===== src/lc_defines.svh =====
// constants of the light curtain mode controller
`ifndef LC_DEFINES_SVH
`define LC_DEFINES_SVH

// ****************************************
// clock and timing
// ****************************************
`define CLK_HZ 10000000
`define FLASH_HALF_MS 250
`define SELFTEST_MS 100
`define DIGIT_MS 400
`define SHOW_PHASES 3'h6

// ****************************************
// geometry
// ****************************************
`define NUM_BEAMS 16
`define NUM_ZONES 8
`define BEAMS_PER_ZONE 2

// ****************************************
// register map and fields
// ****************************************
`define REG_CTRL 4'h0
`define REG_STATUS 4'h4
`define REG_ERR 4'h8
`define CTRL_REDRES_BIT 0
`define CTRL_SCAN_LSB 4
`define CTRL_SCAN_W 4
`define SCAN_RESET 4'h1

`endif


===== src/lc_types_pkg.sv =====
// types of the light curtain mode controller
package lc_types_pkg;
    typedef enum logic [1:0] {ST_SELFTEST, ST_ALIGN, ST_RUN, ST_LOCKOUT} mode_type;
    typedef logic [6:0] seg_type;
endpackage


===== src/light_curtain_mode_control.sv =====
// mode, safety output and indicator controller of a light curtain receiver
//
// Behaviour
// - power-up self-test and configuration read precede any operation
// - fault at power-up: no scanning, outputs off, diagnostics displayed
// - no fault: enter alignment mode and search for the sync pattern
// - aligned with valid sync: enter run mode, no manual reset needed
// - run mode, any beam blocked: safety outputs off within response time
// - run mode, all beams clear again: outputs back on automatically
// - fault while running: stop scanning, outputs off, lockout with diagnostics
// - emitter lamp: single red flash at power-up, green run, flashing red lockout
// - show scan code three times at power-up and on change; lockout shows error
// - status lamp green outputs on, red outputs off, flashing red lockout
// - amber lamp on in run mode, off in power-up, alignment, lockout
// - eight zone lamps, each reporting one eighth of the beams
// - zone lamp green when clear, red when any beam in it blocked
// - alignment with beam 1 blocked: zone 1 red, others off, outputs off
// - alignment or run blocked: display blocked count, outputs off
// - run all clear: status green, all zones green, outputs on
// - lockout: zones and amber off, status flashing red, error shown
// - reduced resolution enabled: run clear status lamp flashes green
// - lockout left only by power cycle
//
// The placing of the registers and strobed register access were chosen for this implementation.
`include "lc_defines.svh"
module light_curtain_mode_control #(
    parameter int FLASH_CYCLES = `FLASH_HALF_MS * (`CLK_HZ / 1000),
    parameter int SELFTEST_CYCLES = `SELFTEST_MS * (`CLK_HZ / 1000),
    parameter int DIGIT_CYCLES = `DIGIT_MS * (`CLK_HZ / 1000)
) (
    // clock and reset
    input wire logic i_core_clk,
    input wire logic i_rstn,
    // register port
    input wire logic [3:0] i_addr,
    input wire logic [31:0] i_wdata,
    input wire logic i_wr,
    input wire logic i_rd,
    output logic [31:0] o_rdata,
    // optical scan and diagnostics, asynchronous
    input wire logic [`NUM_BEAMS-1:0] i_beam_blocked,
    input wire logic i_sync_valid,
    input wire logic i_fault,
    input wire logic [7:0] i_fault_code,
    // safety outputs
    output logic [1:0] o_safety_output_pair,
    // indicators
    output logic o_emit_red,
    output logic o_emit_green,
    output logic o_status_red,
    output logic o_status_green,
    output logic o_reset_lamp,
    output logic [`NUM_ZONES-1:0] o_zone_red,
    output logic [`NUM_ZONES-1:0] o_zone_green,
    output lc_types_pkg::seg_type o_seg_hi,
    output lc_types_pkg::seg_type o_seg_lo
);
    import lc_types_pkg::*;

    // ****************************************
    // helpers
    // ****************************************
    function automatic seg_type hex_seg(input logic [3:0] v);
        case (v)
            4'h0: hex_seg = 7'h3F;
            4'h1: hex_seg = 7'h06;
            4'h2: hex_seg = 7'h5B;
            4'h3: hex_seg = 7'h4F;
            4'h4: hex_seg = 7'h66;
            4'h5: hex_seg = 7'h6D;
            4'h6: hex_seg = 7'h7D;
            4'h7: hex_seg = 7'h07;
            4'h8: hex_seg = 7'h7F;
            4'h9: hex_seg = 7'h6F;
            4'hA: hex_seg = 7'h77;
            4'hB: hex_seg = 7'h7C;
            4'hC: hex_seg = 7'h39;
            4'hD: hex_seg = 7'h5E;
            4'hE: hex_seg = 7'h79;
            default: hex_seg = 7'h71;
        endcase
    endfunction

    function automatic logic [4:0] count_ones(input logic [`NUM_BEAMS-1:0] v);
        logic [4:0] n;
        n = 5'h0;
        for (int i = 0; i < `NUM_BEAMS; i++) begin
            n = n + {4'h0, v[i]};
        end
        count_ones = n;
    endfunction

    // ****************************************
    // reset release and input synchronisers
    // ****************************************
    logic [1:0] rst_pipe_reg;
    logic rst_sync_n;
    always_ff @(posedge i_core_clk or negedge i_rstn) begin
        if (!i_rstn) begin
            rst_pipe_reg <= 2'h0;
        end else begin
            rst_pipe_reg <= {rst_pipe_reg[0], 1'b1};
        end
    end
    assign rst_sync_n = rst_pipe_reg[1];

    logic [`NUM_BEAMS+9:0] in_meta_reg;
    logic [`NUM_BEAMS+9:0] in_sync_reg;
    always_ff @(posedge i_core_clk or negedge rst_sync_n) begin
        if (!rst_sync_n) begin
            in_meta_reg <= '0;
            in_sync_reg <= '0;
        end else begin
            in_meta_reg <= {i_fault_code, i_fault, i_sync_valid, i_beam_blocked};
            in_sync_reg <= in_meta_reg;
        end
    end

    wire [`NUM_BEAMS-1:0] beam_s = in_sync_reg[`NUM_BEAMS-1:0];
    wire sync_s = in_sync_reg[`NUM_BEAMS];
    wire fault_s = in_sync_reg[`NUM_BEAMS+1];
    wire [7:0] code_s = in_sync_reg[`NUM_BEAMS+9:`NUM_BEAMS+2];
    wire blk_any = |beam_s;
    wire [4:0] blk_count = count_ones(beam_s);

    // ****************************************
    // register port
    // ****************************************
    logic redres_reg;
    logic [3:0] scan_reg;
    logic [7:0] err_reg;
    mode_type mode_reg;
    logic safe_on_reg;

    wire wr_ctrl = i_wr && (i_addr == `REG_CTRL);
    wire [3:0] scan_new = i_wdata[`CTRL_SCAN_LSB +: `CTRL_SCAN_W];
    wire scan_changed = wr_ctrl && (scan_new != scan_reg);
    wire [31:0] ctrl_view = {24'h0, scan_reg, 3'h0, redres_reg};
    wire [31:0] status_view = {19'h0, blk_count, 5'h0, safe_on_reg, mode_reg};
    wire [31:0] rd_mux = (i_addr == `REG_CTRL) ? ctrl_view :
                         (i_addr == `REG_STATUS) ? status_view :
                         (i_addr == `REG_ERR) ? {24'h0, err_reg} : 32'h0;

    always_ff @(posedge i_core_clk or negedge rst_sync_n) begin
        if (!rst_sync_n) begin
            redres_reg <= 1'b0;
            scan_reg <= `SCAN_RESET;
            o_rdata <= 32'h0;
        end else begin
            if (wr_ctrl) begin
                redres_reg <= i_wdata[`CTRL_REDRES_BIT];
                scan_reg <= scan_new;
            end
            o_rdata <= i_rd ? rd_mux : 32'h0;
        end
    end

    // ****************************************
    // timers
    // ****************************************
    logic [31:0] flash_cnt_reg;
    logic flash_reg;
    logic [31:0] st_cnt_reg;
    logic first_reg;
    wire st_done = (st_cnt_reg == 32'(SELFTEST_CYCLES - 1));
    // single power-up flash: lit in the first half of the self-test
    wire st_flash = (st_cnt_reg < 32'(SELFTEST_CYCLES / 2));

    always_ff @(posedge i_core_clk or negedge rst_sync_n) begin
        if (!rst_sync_n) begin
            flash_cnt_reg <= 32'h0;
            flash_reg <= 1'b0;
            st_cnt_reg <= 32'h0;
            first_reg <= 1'b1;
        end else begin
            first_reg <= 1'b0;
            if (flash_cnt_reg == 32'(FLASH_CYCLES - 1)) begin
                flash_cnt_reg <= 32'h0;
                flash_reg <= !flash_reg;
            end else begin
                flash_cnt_reg <= flash_cnt_reg + 32'h1;
            end
            if (mode_reg == ST_SELFTEST && !st_done) begin
                st_cnt_reg <= st_cnt_reg + 32'h1;
            end
        end
    end

    // ****************************************
    // mode control and safety outputs
    // ****************************************
    mode_type mode_next;
    always_comb begin
        mode_next = mode_reg;
        case (mode_reg)
            ST_SELFTEST: begin
                if (st_done) begin
                    mode_next = fault_s ? ST_LOCKOUT : ST_ALIGN;
                end
            end
            ST_ALIGN: begin
                if (fault_s) begin
                    mode_next = ST_LOCKOUT;
                end else if (sync_s && !blk_any) begin
                    mode_next = ST_RUN;
                end
            end
            ST_RUN: begin
                if (fault_s) begin
                    mode_next = ST_LOCKOUT;
                end
            end
            ST_LOCKOUT: mode_next = ST_LOCKOUT;
            default: mode_next = ST_LOCKOUT;
        endcase
    end

    // outputs on only in run mode with every beam clear and no fault
    wire safe_next = (mode_reg == ST_RUN) && !blk_any && !fault_s;

    always_ff @(posedge i_core_clk or negedge rst_sync_n) begin
        if (!rst_sync_n) begin
            mode_reg <= ST_SELFTEST;
            safe_on_reg <= 1'b0;
            o_safety_output_pair <= 2'h0;
            err_reg <= 8'h0;
        end else begin
            mode_reg <= mode_next;
            safe_on_reg <= safe_next;
            o_safety_output_pair <= {safe_next, safe_next};
            if (mode_reg != ST_LOCKOUT && mode_next == ST_LOCKOUT) begin
                err_reg <= code_s;
            end
        end
    end

    // ****************************************
    // indicators
    // ****************************************
    logic show_busy;
    logic show_lit;
    scan_code_show #(
        .DIGIT_CYCLES(DIGIT_CYCLES)
    ) u_show (
        .i_core_clk(i_core_clk),
        .i_rst_sync_n(rst_sync_n),
        .i_start(first_reg || scan_changed),
        .o_busy(show_busy),
        .o_lit(show_lit)
    );

    wire in_st = (mode_reg == ST_SELFTEST);
    wire in_align = (mode_reg == ST_ALIGN);
    wire in_run = (mode_reg == ST_RUN);
    wire in_lock = (mode_reg == ST_LOCKOUT);

    logic [`NUM_ZONES-1:0] zone_blk;
    always_comb begin
        for (int z = 0; z < `NUM_ZONES; z++) begin
            zone_blk[z] = |beam_s[z*`BEAMS_PER_ZONE +: `BEAMS_PER_ZONE];
        end
    end

    // beam 1 carries sync, so without it the other zones know nothing
    wire beam1_lost = in_align && beam_s[0];
    wire [`NUM_ZONES-1:0] zone_red_next =
        in_st ? {`NUM_ZONES{st_flash}} :
        beam1_lost ? `NUM_ZONES'(1) :
        (in_align || in_run) ? zone_blk : '0;
    wire [`NUM_ZONES-1:0] zone_green_next =
        (beam1_lost || !(in_align || in_run)) ? '0 : ~zone_blk;

    wire stat_green_next = safe_next && (!redres_reg || flash_reg);
    wire stat_red_next = in_st ? st_flash : in_lock ? flash_reg : !safe_next;
    wire emit_red_next = in_st ? st_flash : (in_lock && flash_reg);
    wire emit_green_next = in_run;

    // lockout error code has priority over a pending scan code show
    wire [4:0] cnt_tens = (blk_count >= 5'd10) ? 5'h1 : 5'h0;
    wire [4:0] cnt_ones = blk_count - (cnt_tens * 5'd10);
    wire seg_type hi_next =
        in_lock ? hex_seg(err_reg[7:4]) :
        (show_busy || in_st) ? 7'h00 :
        hex_seg(cnt_tens[3:0]);
    wire seg_type lo_next =
        in_lock ? hex_seg(err_reg[3:0]) :
        (show_busy || in_st) ? (show_lit ? hex_seg(scan_reg) : 7'h00) :
        hex_seg(cnt_ones[3:0]);

    always_ff @(posedge i_core_clk or negedge rst_sync_n) begin
        if (!rst_sync_n) begin
            o_emit_red <= 1'b0;
            o_emit_green <= 1'b0;
            o_status_red <= 1'b0;
            o_status_green <= 1'b0;
            o_reset_lamp <= 1'b0;
            o_zone_red <= '0;
            o_zone_green <= '0;
            o_seg_hi <= 7'h00;
            o_seg_lo <= 7'h00;
        end else begin
            o_emit_red <= emit_red_next;
            o_emit_green <= emit_green_next;
            o_status_red <= stat_red_next;
            o_status_green <= stat_green_next;
            o_reset_lamp <= in_run;
            o_zone_red <= zone_red_next;
            o_zone_green <= zone_green_next;
            o_seg_hi <= hi_next;
            o_seg_lo <= lo_next;
        end
    end
endmodule


===== src/scan_code_show.sv =====
// sequencer that flashes the scan code a fixed number of times
`include "lc_defines.svh"
module scan_code_show #(
    parameter int DIGIT_CYCLES = 4000000
) (
    // clock and reset
    input wire logic i_core_clk,
    input wire logic i_rst_sync_n,
    // control
    input wire logic i_start,
    // state
    output logic o_busy,
    output logic o_lit
);
    logic [2:0] phase_reg;
    logic [31:0] cnt_reg;
    wire last_cnt = (cnt_reg == 32'(DIGIT_CYCLES - 1));
    wire last_phase = (phase_reg == `SHOW_PHASES);

    always_ff @(posedge i_core_clk or negedge i_rst_sync_n) begin
        if (!i_rst_sync_n) begin
            phase_reg <= 3'h0;
            cnt_reg <= 32'h0;
        end else if (i_start) begin
            // a restart during a show begins again from the first flash
            phase_reg <= 3'h1;
            cnt_reg <= 32'h0;
        end else if (phase_reg != 3'h0) begin
            cnt_reg <= last_cnt ? 32'h0 : cnt_reg + 32'h1;
            if (last_cnt) begin
                phase_reg <= last_phase ? 3'h0 : phase_reg + 3'h1;
            end
        end
    end

    // odd phases lit, even phases dark: three separate flashes
    assign o_busy = (phase_reg != 3'h0);
    assign o_lit = phase_reg[0];
endmodule


===== config.mk =====
export PLATFORM = sky130hd
export DESIGN_NAME = light_curtain_mode_control
export DESIGN_NICKNAME = d
export VERILOG_FILES = /design/src/lc_types_pkg.sv /design/src/light_curtain_mode_control.sv /design/src/scan_code_show.sv
export VERILOG_INCLUDE_DIRS = /design/src
export SDC_FILE = /design/constraint.sdc
export NUM_CORES = 1
export LEC_CHECK = 0
export BUFFER_PORTS_ARGS = -buffer_cell sky130_fd_sc_hd__buf_2
export CORE_UTILIZATION = 50
export DETAILED_ROUTE_END_ITERATION = 10
export HOLD_SLACK_MARGIN = 0.12
export PLACE_DENSITY = 0.7
export SYNTH_ARGS = -nofsm -noshare
export SYNTH_HDL_FRONTEND = slang
export SYNTH_SLANG_ARGS = --single-unit

===== constraint.sdc =====
create_clock -name i_core_clk -period 15.7 [get_ports i_core_clk]
set_input_delay 2.355 -clock i_core_clk [delete_from_list [all_inputs] [get_ports i_core_clk]]
set_output_delay 2.355 -clock i_core_clk [all_outputs]
set_load 0.05 [all_outputs]

==> results.ini <==
[run_status]
status = finished clean

[pwr]
p_switching_mw = 0.5036
p_sw_frac = 0.3265
leakagePower_nw = 5.397
p_per_area_mw_per_mm2 = 129.8
power_frac_seq = 0.393
vdd_ir_drop_max_mv = 0.1015
p_comb_frac = 0.250
power.internal_mw = 1.039
pwr-share-clk = 0.357

[clock_tree]
post_cts_resized = 0
cts_setup_buffers = 0
h-tree-depth = 1
cts_tree = built
ctsHoldBuffers = 0
clock_sinks = 218
clk_latency_ns = 0.53
clockBufferDepth = 3
cts_root_buf = clkbuf_16
cts_buffers = 23
path_clk_slew_ns = 0.06

[floorplan]
die_y_um = 147.1
initial_core_util = 0.5149
rows = 52
core_sq_mm = 0.02043
dieArea_sq_mm = 0.02162
io_pins = 135
fp.dieW_um = 147.1

[logic_synthesis]
yosys-top-cells-count = dfrtp_1, nor2_1, nand2_1, xnor2_1, inv_1
ys.flop_type = dfrtp_1
synth_edf_count = 0
yosys.area.top_type = dfrtp_1
synth.most_common_cell = dfrtp_1
yosysTopAreaCellShare = 0.5138
syn_area_per_cell_sq_um = 10.50
synthDistinctLibCells = 75
syn-cell-area_sq_mm = 0.01052
netlist_instances = 1002
ys_seq_area_frac = 0.5188
synthTopCellsByArea = dfrtp_1, xnor2_1, ha_1
async_flop_share = 1.000
synth.yosys.warnings = 0
yosys_register_bits = 218

[setup_path]
endpoint_kind = flip-flop
crit_type = flip-flop to flip-flop
path_max_fanout = 7
crit_required_ns = 16.11
crit_chain = inv_1 > fa_1 > inv_1 > fa_1 > fa_1 > inv_1 > fa_1 > inv_1 > ha_1 > fa_1 > or2_2 > maj3_1 > o32ai_1 > a21oi_1 > ha_1 > ha_1 > or4_1 > and2_1 > mux2i_1 > a221o_1
cpMostUsedCell = fa_1
cpPeakStageDelay_ns = 0.61
startpoint_type = flip-flop
worst-path-buf-inv = 4
crit_arrival_ns = 6.47
path_delay_family = adder cells
slowest_stage = or4_1

[timing]
hold_ws_ns = 0.3429
setup_viol = 0
worst_slew_pin_slew_ns = 1.116
slew_headroom = 0.2501
fin_skew_ns = 0.01476
timing.fmax_mhz = 165.2
post-route-period-util = 0.3856
period_needed_ns = 6.054
rsz0062_at_grt = no
setup-tns-final_ns = 0
finalHoldViolCount = 0
slew_violations = 0

[route]
routedWlPerCell_um = 15.54
route.detailed.drc = 0
dr.pass1.iters = 4
drtIter0Drc = 352
wirelength_mm = 21.25
num_vias = 7370
viasPerCell = 5.387
ant_nets = 0

[grt]
met1_usage = 0.2917
grt_pass1_wl_mm = 35.91
use_met3 = 0.02826
grt_pass1_vias = 7193
met2_usage = 0.3193
antenna_found_initial = 0
grt_max_degree = 79
grtUsageTotal = 0.2034
gr-total-overflow = 0
busiest_layer = met2

[hold_path]
hp-class = flip-flop to flip-flop

[layout]
area_delta_synth_final_pct = 12.93
antenna_cells = 0
drive_gt1_frac = 0.1485
instances_no_fill = 1368
final_util = 0.5815
nNetsFinal = 1196

[place]
port_buffers = 88
dp_cells = 1327
place_congestion = 0.8445
dp_hpwl_mm = 14.68

[flow_run]
max-cap-violations = 0

==> area by class of cell <==
class	instances	area, sq um
clock buffers	27	620.6
clock inverters	14	155.1
fillers	1717	8549
inverters	50	187.7
multi-input cells	697	4647
flip-flops and latches	218	5461
well taps	270	337.8
repair buffers	92	470.5
==> power groups by stage <==
stage               Combinational, mW  Clock [mW]  Sequential, mW
global route                    0.434       0.586           0.610
CTS                             0.386       0.565           0.607
floorplan                       0.286           0           0.638
detailed placement              0.384           0           0.617
finish                          0.385       0.551           0.606
global placement                0.377           0           0.617
==> final timing paths <==
path | to | depth (start not counted) | slack, ns | from
max | o_seg_lo[6]$_DFF_PN0_ | 20 | 9.65 | in_sync_reg[5]$_DFF_PN0_
min | in_sync_reg[9]$_DFF_PN0_ | 0 | 0.34 | in_meta_reg[9]$_DFF_PN0_
max reg2reg | o_seg_lo[6]$_DFF_PN0_ | 20 | 9.65 | in_sync_reg[5]$_DFF_PN0_
min reg2reg | in_sync_reg[9]$_DFF_PN0_ | 0 | 0.34 | in_meta_reg[9]$_DFF_PN0_
max in group asynchronous | u_show.cnt_reg[20]$_DFFE_PN0P_ | 1 | 13.73 | rst_pipe_reg[1]$_DFF_PN0_
min in group asynchronous | in_sync_reg[12]$_DFF_PN0_ | 0 | 0.48 | rst_pipe_reg[1]$_DFF_PN0_
==> worst reg2reg max path, cell delays in order (launching register included) <==
cell	delay, ns
dfrtp_1	0.41
inv_1	0.08
fa_1	0.54
inv_1	0.05
fa_1	0.46
fa_1	0.51
inv_1	0.05
fa_1	0.47
inv_1	0.04
ha_1	0.19
fa_1	0.50
or2_2	0.36
maj3_1	0.35
o32ai_1	0.13
a21oi_1	0.10
ha_1	0.20
ha_1	0.19
or4_1	0.61
and2_1	0.27
mux2i_1	0.15
a221o_1	0.30
==> cell families (layout without fill, tap and decap cells) <==
family,after synthesis,in the layout,share of synthesized area
other,2,21,0.0007139
DFF,218,218,0.5188
muxes,23,23,0.02724
AOI/OAI and AO/OA,125,125,0.07636
adders and majority gates,49,49,0.06518
buffers and inverters,106,183,0.04686
and+or+nand+nor,389,389,0.1899
xor gates and xnor gates,90,90,0.07493
==> routing by layer <==
metal,wire length (um),up-vias
met3,851,39
met1,10100,3609
li1,-,3580
met2,9745,142
met5,0,-
met4,551,0
==> through the flow <==
| stage | power, mW | cell area (sq um) | setup WS (ns) |
|---|---|---|---|
| after floorplan | 0.9242 | 10590 | 9.179 |
| after global placement | 0.9936 | 11100 | 9.702 |
| after detailed placement | 1.001 | 11100 | 9.682 |
| after CTS | 1.558 | 11880 | 9.654 |
| after global routing | 1.630 | 11880 | 9.418 |
| final | 1.542 | 11880 | 9.646 |
==> cells in the final DEF (no fill, tap or decap), drive strengths merged, types with 29 or more instances in the layout <==
| master | count |
|---|---|
| dfrtp | 216 |
| buf | 92 |
| nor2 | 87 |
| nand2 | 85 |
| xnor2 | 61 |
| inv | 52 |
| nand3 | 44 |
| nor3 | 40 |
| o21ai | 40 |
| ha | 38 |
| xor2 | 29 |
| nor4 | 29 |
No activity file was read; power rests on OpenSTA's default activity.
